`config.mk`:
```
export PLATFORM = sky130hd
export DESIGN_NAME = hbw_board_end_flat
export DESIGN_NICKNAME = d
export VERILOG_FILES = /design/src/design/hbw_pkg.sv /design/src/design/hbw_link_if.sv /design/src/design/hbw_addr_former.sv /design/src/design/hbw_board_end.sv /design/src/flat_wrapper.sv
export SDC_FILE = /design/constraint.sdc
export NUM_CORES = 1
export LEC_CHECK = 0
export BUFFER_PORTS_ARGS = -buffer_cell sky130_fd_sc_hd__buf_2
export CORE_MARGIN = 4
export CORE_UTILIZATION = 52
export CTS_CLUSTER_DIAMETER = 30
export DETAILED_ROUTE_END_ITERATION = 10
export HOLD_SLACK_MARGIN = 0.08
export PLACE_DENSITY = 0.86
export SYNTH_ARGS = -nofsm -noshare
export SYNTH_HDL_FRONTEND = slang
export SYNTH_SLANG_ARGS = --single-unit
```
`constraint.sdc`:
```
create_clock -name ref_clk_in -period 4.56 [get_ports ref_clk_in]
set_clock_uncertainty 0.1 [all_clocks]
set_input_delay 0 -clock ref_clk_in [delete_from_list [all_inputs] [get_ports ref_clk_in]]
set_output_delay 0 -clock ref_clk_in [all_outputs]
set_load 0.01 [all_outputs]
```
`src/design/hbw_pkg.sv`:
```
/*
  hbw_pkg: constants shared by both ends of the host bus window port.
  assumes: one 40 MHz clock, host word accesses only.
*/
package hbw_pkg;
  // ==========================================================
  // window layout (byte offsets inside the 64k window)
  localparam logic [15:0] OFS_MOVABLE_LO = 16'h0000; // movable data area start
  localparam logic [15:0] OFS_FIXED_LO = 16'h8000; // fixed data area start
  localparam logic [15:0] OFS_SEGMENT = 16'hc000; // movable segment pointer
  localparam logic [15:0] OFS_NMI = 16'hc800; // board nmi trigger
  localparam logic [15:0] OFS_IRQ_CLEAR = 16'hd000; // host interrupt clear
  localparam logic [15:0] OFS_STATUS = 16'hd800; // board status
  localparam logic [15:0] OFS_RESET = 16'he000; // processor reset control
  localparam logic [15:0] OFS_PROC_INT = 16'he800; // processor maskable interrupt
  // ==========================================================
  // bases (upper eight host address bits, seven for the high base)
  localparam logic [7:0] BASE_LOW_A = 8'h0a; // 0a0000
  localparam logic [7:0] BASE_LOW_B = 8'h0d; // 0d0000
  localparam logic [6:0] BASE_HIGH7 = 7'h50; // a00000 with line 16 ignored
  // ==========================================================
  // board address forming
  localparam logic [10:0] FIXED_POINTER = 11'h237; // 46e000 >> 13
  localparam int SEG_FIELD_W = 10; // segment pointer bits
  localparam logic [15:0] SEG_DEFINED_MASK = 16'h03db; // bits 2,5,10..15 undefined
  localparam logic [15:0] SEG_RESET = 16'h0000; // segment reset value
  // status bit positions
  localparam int ST_RESET_BIT = 3;
  localparam int ST_HALT_BIT = 2;
  localparam int ST_PINT_BIT = 1;
  localparam int ST_HIRQ_BIT = 0;
  // ==========================================================
  // timing
  localparam int CLK_PERIOD_NS = 25; // 40 MHz
  localparam int NMI_PULSE_NS = 100; // short nmi pulse
  localparam int NMI_PULSE_CYC = (NMI_PULSE_NS + CLK_PERIOD_NS - 1) / CLK_PERIOD_NS;
  localparam int RESET_HOLD_NS = 800; // least reset hold time
  localparam int RESET_HOLD_CYC = (RESET_HOLD_NS + CLK_PERIOD_NS - 1) / CLK_PERIOD_NS;
  // avalon command codes for the host controller
  localparam logic [3:0] CSR_CMD = 4'h0; // write: go, read: busy
  localparam logic [3:0] CSR_ADDR = 4'h1; // host byte address 23:0
  localparam logic [3:0] CSR_WDATA = 4'h2; // write data
  localparam logic [3:0] CSR_RDATA = 4'h3; // read data of last access
  localparam logic [3:0] CSR_IRQ = 4'h4; // bit0 host irq line seen
endpackage : hbw_pkg

```
`src/design/hbw_link_if.sv`:
```
/*
  hbw_link_if: host expansion bus and board side wires between the ends.
  assumes: the bench drives ref_clk_in and reset_in into both ends.
*/
`timescale 1ns/1ps
interface hbw_link_if;
  logic [23:0] host_addr; // host address lines
  logic aen; // address enable, low for memory cycles
  logic bale; // address latch strobe
  logic mem_rd_n; // memory read strobe
  logic mem_wr_n; // memory write strobe
  logic [15:0] wdata; // host write data
  logic [15:0] rdata; // board read data
  logic rdata_oe; // board drives data
  logic ready; // high when the board releases the host
  logic word_capable_select_n; // 16-bit capable indication
  logic host_irq; // board interrupt toward host
  modport board (input host_addr, aen, bale, mem_rd_n, mem_wr_n, wdata,
    output rdata, rdata_oe, ready, word_capable_select_n, host_irq);
  modport host (output host_addr, aen, bale, mem_rd_n, mem_wr_n, wdata,
    input rdata, rdata_oe, ready, word_capable_select_n, host_irq);
endinterface : hbw_link_if

```
`src/design/hbw_addr_former.sv`:
```
/*
  hbw_addr_former: forms the 24-bit board address from host address.
  assumes: inputs already stable for the cycle.
*/
`timescale 1ns/1ps
module hbw_addr_former
  import hbw_pkg::*;
(
  input wire logic [15:0] host_ofs_in,
  input wire logic [15:0] segment_in,
  output logic [23:0] board_addr_out,
  output logic fixed_area_out
);
  // ==========================================================
  // address mapping
  wire fixed_area = host_ofs_in[15]; // 8000..fffe is fixed area (offset bit 15 alone)
  assign fixed_area_out = fixed_area;
  // movable: upper ten from segment, lower 14 from host lines 14:1; see R11
  wire [23:0] movable_addr = {segment_in[9:0], host_ofs_in[14:1]};
  // fixed: eleven pointer bits and host lines 13:1; see R15
  wire [23:0] fixed_addr = {FIXED_POINTER, host_ofs_in[13:1]};
  // lines 16 and 19 are not driven by the board
  wire [23:0] raw_addr = fixed_area ? fixed_addr : movable_addr;
  assign board_addr_out = raw_addr & 24'hf6ffff;
endmodule : hbw_addr_former

```
`src/design/hbw_board_end.sv`:
```
/*
  hbw_board_end: board side of the host window port with arbiter handshake.
  assumes: one 40 MHz clock, host obeys word accesses, arbiter answers grant.
*/
// Design decisions made here: the placing of the registers and the Avalon-MM register port.
// Summary of operation
// select only when aen low, latched by strobe
// three jumper bases, any combination enabled
// installer should avoid the two low bases
// host uses word accesses, address bit zero low
// word indication from upper seven lines only
// late indication makes host split into bytes
// low megabyte window ignores address line 16
// high base decodes 128k double image
// hold host, request arbiter, transfer, release
// segment takes data 9:0 as address 23:14
// movable access: segment upper, host lower
// host line 1 maps to board line 0
// segment readback undefined bits 2,5,10-15
// board address lines 16 and 19 unused
// fixed window covers 46e000 to 46ffff
// fixed pointer eleven bits, host 13:1
// host resets, interrupts, reads board status
// processor raises host irq, host clears
// processor address latches float during host access
// nmi location write pulses processor nmi
// irq clear location write drops host irq
// status returns reset, halt, int, host irq
// host holds reset one for 800 ns
`timescale 1ns/1ps
module hbw_board_end
  import hbw_pkg::*;
(
  input wire logic ref_clk_in,
  input wire logic reset_in,
  hbw_link_if.board link,
  input wire logic jumper_base_low_a, // enables base 0a0000
  input wire logic jumper_base_low_b, // enables base 0d0000
  input wire logic jumper_base_high, // enables base a00000
  input wire logic grant_in, // arbiter grants remote cycle
  input wire logic [15:0] mem_rdata_in, // board memory read data
  input wire logic proc_halt_in, // processor halt state
  input wire logic proc_irq_raise_in, // processor writes its host irq register
  input wire logic proc_int_clear_in, // processor withdraws its maskable irq
  output logic request_out, // remote access request
  output logic [23:0] board_addr_out,
  output logic board_we_out,
  output logic [15:0] board_wdata_out,
  output logic proc_bus_oe_out, // processor address latches and buffers enabled
  output logic processor_reset_ctl, // processor reset
  output logic proc_nmi_out, // processor nmi pulse
  output logic proc_int_out // processor maskable irq
);
  import hbw_pkg::*;
  typedef enum logic [1:0] {ST_IDLE, ST_WAIT, ST_DONE} hbw_state_e;
  // ==========================================================
  // board select decode
  // host address line 16 ignored on every base; see R5 see R7
  wire [6:0] up7 = link.host_addr[23:17];
  wire hit_low_a = jumper_base_low_a && (up7 == BASE_LOW_A[7:1]);
  wire hit_low_b = jumper_base_low_b && (up7 == BASE_LOW_B[7:1]);
  wire hit_high = jumper_base_high && (up7 == BASE_HIGH7); // see R2
  wire decode_hit = hit_low_a || hit_low_b || hit_high;
  // word capable purely from decode
  assign link.word_capable_select_n = !decode_hit;
  logic board_select_latched_n; // transparent latch in clocked form
  // follow decode while strobe high, hold otherwise
  always_ff @(posedge ref_clk_in or posedge reset_in) begin
    if (reset_in) begin
      board_select_latched_n <= 1'b1;
    end else if (link.bale) begin
      board_select_latched_n <= !(decode_hit && !link.aen);
    end
  end
  // ==========================================================
  // register and area decode
  wire [15:0] ofs = link.host_addr[15:0];
  wire strobe = !link.mem_rd_n || !link.mem_wr_n;
  wire sel = !board_select_latched_n && !link.aen && strobe;
  wire is_write = !link.mem_wr_n;
  wire mem_area = !ofs[15] || (ofs[15:14] == 2'b10);
  wire hit_seg = ofs[15:11] == OFS_SEGMENT[15:11];
  wire hit_nmi = ofs[15:11] == OFS_NMI[15:11];
  wire hit_clr = ofs[15:11] == OFS_IRQ_CLEAR[15:11];
  wire hit_stat = ofs[15:11] == OFS_STATUS[15:11];
  wire hit_rst = ofs[15:11] == OFS_RESET[15:11];
  wire hit_pint = ofs[15:11] == OFS_PROC_INT[15:11];
  logic [15:0] movable_segment_pointer; // movable segment register
  logic host_irq_flag; // board interrupt toward host
  logic [7:0] nmi_cnt; // nmi pulse length counter
  hbw_state_e state;
  hbw_state_e next_state;
  wire [23:0] formed_addr;
  hbw_addr_former u_addr (
    .host_ofs_in(ofs),
    .segment_in(movable_segment_pointer),
    .board_addr_out(formed_addr),
    .fixed_area_out()
  );
  // ==========================================================
  // access state machine
  wire start = (state == ST_IDLE) && sel;
  always_comb begin
    next_state = state;
    case (state)
      ST_IDLE: if (sel) begin
        next_state = mem_area ? ST_WAIT : ST_DONE;
      end
      ST_WAIT: if (grant_in) begin
        next_state = ST_DONE; // data moves on grant
      end
      ST_DONE: if (!strobe) begin
        next_state = ST_IDLE; // host finished its cycle
      end
      default: next_state = ST_IDLE;
    endcase
  end
  always_ff @(posedge ref_clk_in or posedge reset_in) begin
    if (reset_in) begin
      state <= ST_IDLE;
    end else begin
      state <= next_state;
    end
  end
  // ready low holds the host until done
  wire next_ready = (next_state == ST_DONE) || (next_state == ST_IDLE && !sel);
  wire [15:0] status_word = {12'h000, processor_reset_ctl, proc_halt_in,
    proc_int_out, host_irq_flag};
  // read mux for register area; undefined segment bits read as stored
  wire [15:0] reg_rdata = hit_seg ? movable_segment_pointer :
    hit_stat ? status_word : 16'h0000;
  // ==========================================================
  // outputs toward the host and the arbiter
  always_ff @(posedge ref_clk_in or posedge reset_in) begin
    if (reset_in) begin
      link.ready <= 1'b1;
      link.rdata <= 16'h0000;
      link.rdata_oe <= 1'b0;
      request_out <= 1'b0;
      board_addr_out <= 24'h000000;
      board_we_out <= 1'b0;
      board_wdata_out <= 16'h0000;
      proc_bus_oe_out <= 1'b1;
    end else begin
      link.ready <= next_ready;
      link.rdata_oe <= sel && !is_write;
      request_out <= (next_state == ST_WAIT);
      proc_bus_oe_out <= !(next_state == ST_WAIT); // float during host access
      board_addr_out <= formed_addr; // see R10 see R11
      board_we_out <= is_write;
      board_wdata_out <= link.wdata;
      if (state == ST_WAIT && grant_in) begin
        link.rdata <= mem_rdata_in; // data captured on grant
      end else if (start && !mem_area) begin
        link.rdata <= reg_rdata;
      end
    end
  end
  // ==========================================================
  // control registers, written once per cycle at its start
  wire wr_now = start && is_write && !mem_area;
  always_ff @(posedge ref_clk_in or posedge reset_in) begin
    if (reset_in) begin
      movable_segment_pointer <= SEG_RESET;
      processor_reset_ctl <= 1'b0;
      proc_int_out <= 1'b0;
    end else begin
      if (wr_now && hit_seg) begin
        movable_segment_pointer <= link.wdata; // see R10
      end
      if (wr_now && hit_rst) begin
        processor_reset_ctl <= link.wdata[0]; // see R17
      end
      if (wr_now && hit_pint) begin
        proc_int_out <= link.wdata[0];
      end else if (proc_int_clear_in) begin
        proc_int_out <= 1'b0; // processor withdraws
      end
    end
  end
  // host interrupt: set wins over clear; see R18
  always_ff @(posedge ref_clk_in or posedge reset_in) begin
    if (reset_in) begin
      host_irq_flag <= 1'b0;
      link.host_irq <= 1'b0;
    end else begin
      if (proc_irq_raise_in) begin
        host_irq_flag <= 1'b1;
      end else if (wr_now && hit_clr) begin
        host_irq_flag <= 1'b0;
      end
      link.host_irq <= host_irq_flag;
    end
  end
  // nmi pulse of fixed length on any write to the nmi location
  always_ff @(posedge ref_clk_in or posedge reset_in) begin
    if (reset_in) begin
      nmi_cnt <= 8'h00;
      proc_nmi_out <= 1'b0;
    end else begin
      if (wr_now && hit_nmi) begin
        nmi_cnt <= 8'(NMI_PULSE_CYC);
      end else if (nmi_cnt != 8'h00) begin
        nmi_cnt <= nmi_cnt - 8'h01;
      end
      proc_nmi_out <= (wr_now && hit_nmi) || (nmi_cnt > 8'h01);
    end
  end
endmodule : hbw_board_end

```
`src/flat_wrapper.sv`:
```
// flat-port wrapper written by rule: the top's interface ports become plain ports
module hbw_board_end_flat import hbw_pkg::*;
  (ref_clk_in, reset_in, jumper_base_low_a, jumper_base_low_b, jumper_base_high, grant_in, mem_rdata_in, proc_halt_in, proc_irq_raise_in, proc_int_clear_in, request_out, board_addr_out, board_we_out, board_wdata_out, proc_bus_oe_out, processor_reset_ctl, proc_nmi_out, proc_int_out, link_host_addr, link_aen, link_bale, link_mem_rd_n, link_mem_wr_n, link_wdata, link_rdata, link_rdata_oe, link_ready, link_word_capable_select_n, link_host_irq);
  hbw_link_if link_i ();
  input wire logic ref_clk_in;
  input wire logic reset_in;
  input wire logic jumper_base_low_a;
  input wire logic jumper_base_low_b;
  input wire logic jumper_base_high;
  input wire logic grant_in;
  input wire logic [15:0] mem_rdata_in;
  input wire logic proc_halt_in;
  input wire logic proc_irq_raise_in;
  input wire logic proc_int_clear_in;
  output logic request_out;
  output logic [23:0] board_addr_out;
  output logic board_we_out;
  output logic [15:0] board_wdata_out;
  output logic proc_bus_oe_out;
  output logic processor_reset_ctl;
  output logic proc_nmi_out;
  output logic proc_int_out;
  input wire logic [$bits(link_i.host_addr)-1:0] link_host_addr;
  input wire logic [$bits(link_i.aen)-1:0] link_aen;
  input wire logic [$bits(link_i.bale)-1:0] link_bale;
  input wire logic [$bits(link_i.mem_rd_n)-1:0] link_mem_rd_n;
  input wire logic [$bits(link_i.mem_wr_n)-1:0] link_mem_wr_n;
  input wire logic [$bits(link_i.wdata)-1:0] link_wdata;
  output wire logic [$bits(link_i.rdata)-1:0] link_rdata;
  output wire logic [$bits(link_i.rdata_oe)-1:0] link_rdata_oe;
  output wire logic [$bits(link_i.ready)-1:0] link_ready;
  output wire logic [$bits(link_i.word_capable_select_n)-1:0] link_word_capable_select_n;
  output wire logic [$bits(link_i.host_irq)-1:0] link_host_irq;
  assign link_i.host_addr = link_host_addr;
  assign link_i.aen = link_aen;
  assign link_i.bale = link_bale;
  assign link_i.mem_rd_n = link_mem_rd_n;
  assign link_i.mem_wr_n = link_mem_wr_n;
  assign link_i.wdata = link_wdata;
  assign link_rdata = link_i.rdata;
  assign link_rdata_oe = link_i.rdata_oe;
  assign link_ready = link_i.ready;
  assign link_word_capable_select_n = link_i.word_capable_select_n;
  assign link_host_irq = link_i.host_irq;
  hbw_board_end u_core (.ref_clk_in(ref_clk_in), .reset_in(reset_in), .link(link_i), .jumper_base_low_a(jumper_base_low_a), .jumper_base_low_b(jumper_base_low_b), .jumper_base_high(jumper_base_high), .grant_in(grant_in), .mem_rdata_in(mem_rdata_in), .proc_halt_in(proc_halt_in), .proc_irq_raise_in(proc_irq_raise_in), .proc_int_clear_in(proc_int_clear_in), .request_out(request_out), .board_addr_out(board_addr_out), .board_we_out(board_we_out), .board_wdata_out(board_wdata_out), .proc_bus_oe_out(proc_bus_oe_out), .processor_reset_ctl(processor_reset_ctl), .proc_nmi_out(proc_nmi_out), .proc_int_out(proc_int_out));
endmodule
```
* Yosys cells after proc, flatten, opt, wreduce, memory -nomap -nowiden
Index checks and enable logic that the tools add are counted.
Word-level totals: flip-flop bits (word level) 91, bits of input ports 69, output and inout port bits 66, logic and storage cells 90
Operators by class: add/subtract/negate cells 1, $lt $le $gt $ge 1, eq/ne operators 14, muxes and demuxes 16, reductions and logical operators 41
Operator list (number):
- 2-to-1 mux 16 bit | 3
- == test 5 bit (second input constant) | 6
- 2-to-1 mux 24 bit | 1
- logical AND 1 bit | 18
- 2-to-1 mux 8 bit | 2
- == test 7 x 3 -> 1 bit (second input constant) | 2
- zero test 1 bit | 10
- > comparator 8 x 1 -> 1 bit (second input constant) | 1
- 2-to-1 mux 2 bit | 4
- nonzero test 2 bit | 4
- nonzero test 8 bit | 1
- subtractor 8 x 1 -> 8 bit (second input constant) | 1
- == test 7 bit (second input constant) | 1
- == test 2 bit (second input constant) | 3
- logical OR 1 bit | 6
- case mux 2 bit (3 select lines) | 1
- == test 2 x 1 -> 1 bit (second input constant) | 2
- zero test 2 bit | 2
- 2-to-1 mux 1 bit | 4
- 2-to-1 mux 4 bit | 1

* Depth between registers and ports, before layout
depth in word-level cells 9, gate-level depth with buffers 6, gate-level depth less buffers 6

* Modules after synthesis
A second synthesis with hierarchy kept.
Second synthesis, totals: cells, all modules 261, area total of the unflattened synthesis 3540.9 µm²
Modules (own cells, without submodules):
- hbw_board_end | times used 1, cells an instance 235, area an instance 3360.7 µm², seq. area each 2331.0 µm²
- hbw_addr_former | times used 1, cells an instance 26, area an instance 180.2 µm², seq. area each 0.0 µm²

* Worst setup path before layout
No wires, ideal clock.
path type reg2reg, start point reg u_core.state[1], end point reg u_core.movable_segment_pointer[0], setup time 125 ps, arrival time 1451 ps, data required time 4335 ps, slack 2884 ps, stages on the path, launching flop included 6, buffers on the path 2, period minus slack after synthesis 1676 ps, cell sequence dfrtp_1 > nor4bb_4 > buf_6 > nand3_4 > buf_6 > mux2_4
On the way: cells in the longest elaborated chain, start to end 5
RTL lines:
- from (decl) | RTL line hbw_board_end.sv:91 | hbw_state_e state;
- from (signal assigned) | RTL line hbw_board_end.sv:122 | state <= next_state;
- zero test 2 bit | RTL line hbw_board_end.sv:102 | wire start = (state == ST_IDLE) && sel;
- logical AND 1 bit | RTL line hbw_board_end.sv:102
- logical AND 1 bit (2 in a row) | RTL line hbw_board_end.sv:161 | wire wr_now = start && is_write && !mem_area;
- logical AND 1 bit | RTL line hbw_board_end.sv:168 | if (wr_now && hit_seg) begin
- to (signal assigned) | RTL line hbw_board_end.sv:169 | movable_segment_pointer <= link.wdata;
- to (decl) | RTL line hbw_board_end.sv:88 | logic [15:0] movable_segment_pointer;
No other way between the ends. A chain may end at the register's enable or synchronous reset.

* Final worst setup path
start point reg u_core.state[1], end point reg u_core.link.rdata[2]
On the way: cells in the longest elaborated chain, start to end 4, elaborated cells between the ends (all ways) 7, those cells by class eq/ne: 1; mux: 1; reduce/logical: 5
RTL lines:
- zero test 2 bit | RTL line hbw_board_end.sv:102
- logical AND 1 bit | RTL line hbw_board_end.sv:102
- logical AND 1 bit | RTL line hbw_board_end.sv:154 | end else if (start && !mem_area) begin
- nonzero test 2 bit (no line)
- to (signal assigned) | RTL line hbw_board_end.sv:153 | link.rdata <= mem_rdata_in;
- to (signal assigned) | RTL line hbw_board_end.sv:155 | link.rdata <= reg_rdata;
- to (decl) | RTL line hbw_link_if.sv:19 | output rdata, rdata_oe, ready, word_capable_select_n, host_irq);
Parallel ways exist; a longest one is shown, timed or not.

==> impl_metrics.ini <==
[run_status]
status = finished clean

[cts]
clock_latency_ns = 0.35
cts_tree = built
htree_levels = 3
ctsHoldBuffers = 59
clk_pin_slew_ns = 0.09
cts_resized = 0
cts.root.buffer_cell = clkbuf_8
cts_buffers = 9
cts.path.max_buffers = 2
clkSinkCount = 91
cts_setup_buffers = 0

[setup_path]
cp-start-kind = flop
r2r-end = u_core.link.rdata[2]$_DFFE_PP0P_
cp.arrival_ns = 2.79
end_kind = flop
worstSetupPathType = reg2reg
crit_slowest_cell = and3b_1
slowest_delay_ns = 0.73
crit_path_end = u_core.link.rdata[2]$_DFFE_PP0P_
r2r-start = u_core.state[1]$_DFF_PP0_
startpoint = u_core.state[1]$_DFF_PP0_
rrSetupSlack_ns = 1.90
path_max_fanout = 17
rr_worst_depth = 4
critical_path.cell_chain = and3b_1 > a21oi_2 > a221o_1 > dlygate4sd3_1
cp.required_ns = 4.70

[yosys]
synth_area_per_cell_sq_um = 13.0
postSynthCellCount = 268
synth_xor_xnor_area_share = 0.00252
synth-simple-area-share = 0.150
ys_warn_count = 0
ys_ff_latch = 91
yosys.area_share.adder = 0.0108
netlist_area_sq_mm = 0.00347
synth_mux_area_frac = 0.0627
ys_types = 42
synth_compound_area_frac = 0.0868
ys_seq_area_frac = 0.656
synth_top_family_by_area = simple AND/OR/NAND/NOR gates

[final_layout]
nets = 532
final_util = 0.776
areaGrowthSynthToFinish_pct = 43.4
fill_cells = 356
final_layout_size_suffix_gt1_frac = 0.387
antenna_cells_inserted = 0

[route]
vias = 2850
drt_iter0_drc = 130
antenna_left = 0
drc = 0
viasPerCell = 5.26
dr.pass1.iters = 5
drt_wl_total_mm = 9.27
routedWlPerCell_um = 17.1

[sta]
min_period_ns = 2.66
period_share = 0.582
finalHoldViolations = 0
setup_viol = 0
worstMarginPinSlew_ns = 0.851
slew_violations = 0
rsz0062_at_grt = no
fin_tns_setup_ns = 0
hold_slack_ns = 0.170
fmax_mhz = 376
finalWorstSetupSlack_ns = 1.90
slew_headroom = 0.433

[die]
fp.dieW_um = 89.7
die_area_sq_mm = 0.00805
ioPinCount = 135
core_sq_mm = 0.00642
fp.dieH_um = 89.7
placementRows = 29
start_util = 0.541

[global_route]
track_usage = 0.238
met3_usage = 0.0793
grt_pass1_vias = 3094
met1_usage = 0.265
grt.busiest_layer = met2
grt_pass1_wl_mm = 15.1
grt_max_degree = 52
grt_remaining_overflow = 0
met2_usage = 0.420
antenna_found_initial = 0

[power]
p_clk_frac = 0.316
fin_total_pwr_w = 0.00197
p_sw_w = 0.000552
seq_power_share = 0.492
switching_share = 0.280
intPower_w = 0.00142
leakage_nw = 2.52
irDropWorstVdd_mv = 0.295
pwr-share-comb = 0.192
power_density_mw_per_mm2 = 395

[place]
gp_congestion = 0.826
dp_slack_ns = 2.45
port_buffers = 130
dp.final_hpwl_mm = 5.57

[hold_path]
hold_path.class = in2async

[run]
drv_cap = 0
## layer usage
| layer | routed length (um) | up-vias | part of all wire |
|---|---|---|---|
| li1 | - | 1314 | - |
| met1 | 3440 | 1382 | 0.37 |
| met2 | 4930 | 135 | 0.53 |
| met3 | 707 | 19 | 0.076 |
| met4 | 193 | 0 | 0.021 |
| met5 | 0 | - | 0 |
## layout by cell type, fill, tap and decap left out, types with 2 or more instances in the layout
| cell type | instances |
|---|---|
| dfrtp_1 | 88 |
| and4b_1 | 3 |
| a221o_1 | 4 |
| a22oi_1 | 12 |
| or2_2 | 6 |
| mux2_2 | 6 |
| a21oi_1 | 14 |
| nand2b_1 | 4 |
| nand2_1 | 37 |
| nand3b_1 | 3 |
| nor2_1 | 12 |
| nand4_1 | 2 |
| inv_1 | 7 |
| nor3_1 | 5 |
| clkbuf_8 | 10 |
| a211o_1 | 2 |
| conb_1 | 2 |
| ha_1 | 3 |
| nor2b_1 | 6 |
| nand4b_1 | 2 |
| nor4_2 | 2 |
| dfstp_2 | 3 |
| mux2_4 | 10 |
| bufinv_16 | 2 |
| nand3_1 | 8 |
| dlygate4sd3_1 | 59 |
| buf_2 | 130 |
| o21ai_0 | 3 |
| inv_6 | 3 |
## metrics by stage
stage	area, sq um	std cells
3_3_place_gp	4160	467
2_1_floorplan	3480	269
6_report	4980	542
3_5_place_dp	4160	467
5_1_grt	4980	542
4_1_cts	4980	542
## cells by family (layout without fill, tap and decap cells)
family | after synthesis | after routing
and+or+nand+nor | 95 | 95
DFF | 91 | 91
AOI/OAI and AO/OA | 43 | 43
buffers and inverters | 18 | 214
muxes | 16 | 16
adders and majority gates | 3 | 3
other | 1 | 2
xor gates and xnor gates | 1 | 1
## flip-flops by register name, indices dropped and copies added, names as in the netlist
| name | cells |
|---|---|
| u_core.link.rdata | 16 |
| u_core.nmi_cnt | 8 |
| u_core.proc_bus_oe_out | 1 |
| u_core.host_irq_flag | 1 |
| u_core.board_we_out | 1 |
| u_core.request_out | 1 |
| u_core.board_wdata_out | 16 |
| u_core.board_addr_out | 22 |
| u_core.proc_int_out | 1 |
| u_core.link.rdata_oe | 1 |
| u_core.link.host_irq | 1 |
| u_core.movable_segment_pointer | 16 |
| u_core.board_select_latched_n | 1 |
| u_core.proc_nmi_out | 1 |
| u_core.link.ready | 1 |
| u_core.processor_reset_ctl | 1 |
| u_core.state | 2 |
## power groups by stage
stage               logic [W]  clock network, W  registers [W]
floorplan            0.000171                 0       0.000999
global placement     0.000316                 0       0.000973
detailed placement   0.000331                 0       0.000978
CTS                  0.000374          0.000631       0.000964
global route         0.000416          0.000672       0.000979
finish               0.000377          0.000622       0.000968
## area by class of cell
cell class | count | area (sq um) | area share
clock buffer | 10 | 138 | 0.0276
clock inverter | 6 | 95.1 | 0.0191
inverter | 8 | 31.3 | 0.00628
multi-input combinational | 160 | 1090 | 0.219
sequential | 91 | 2280 | 0.458
tap | 77 | 96.3 | 0.0193
timing repair buffer | 190 | 1250 | 0.251
## synth_stat cells, drive strengths merged
cell,count,area share
a211o,2,0.0050
a211oi,2,0.0058
a21o,1,0.0022
a21oi,15,0.023
a221o,4,0.012
a222oi,1,0.0029
a22oi,12,0.026
a31o,1,0.0025
a31oi,1,0.0018
and3b,1,0.0025
and4b,3,0.0086
buf,8,0.019
clkbuf,2,0.0022
conb,1,0.0011
dfrtp,88,0.63
dfstp,3,0.023
ha,3,0.011
inv,8,0.0086
mux2,16,0.063
nand2,37,0.040
nand2b,4,0.0072
nand3,9,0.017
nand3b,3,0.0065
nand4,2,0.0036
nand4b,2,0.0050
nor2,12,0.013
nor2b,6,0.011
nor3,5,0.0072
nor4,3,0.0090
nor4bb,1,0.0072
o21ai,3,0.0043
o21bai,1,0.0022
or2,6,0.011
or3,1,0.0018
xnor2,1,0.0025
## how the worst min path moves through the flow
stage                      start                                            end  cells after the start
2_1_floorplan  link_host_addr[1]             u_core.board_addr_out[0]$_DFF_PP0_                      0
3_3_place_gp            reset_in            u_core.board_addr_out[22]$_DFF_PP0_                      2
3_5_place_dp   link_host_addr[3]             u_core.board_addr_out[2]$_DFF_PP0_                      1
4_1_cts        link_host_addr[3]             u_core.board_addr_out[2]$_DFF_PP0_                      2
5_1_grt        link_host_addr[3]             u_core.board_addr_out[2]$_DFF_PP0_                      2
6_report                reset_in  u_core.movable_segment_pointer[8]$_DFFE_PP0P_                      3
## worst max-delay path: cells and delay by family (launching register included)
family,cells,cell delay [ns]
AND/OR/NAND/NOR,1,0.73
buffers and inverters,1,0.56
AO/OA/AOI/OAI,2,0.68
flip-flops,1,0.48
No activity file was read; power rests on OpenSTA's default activity.
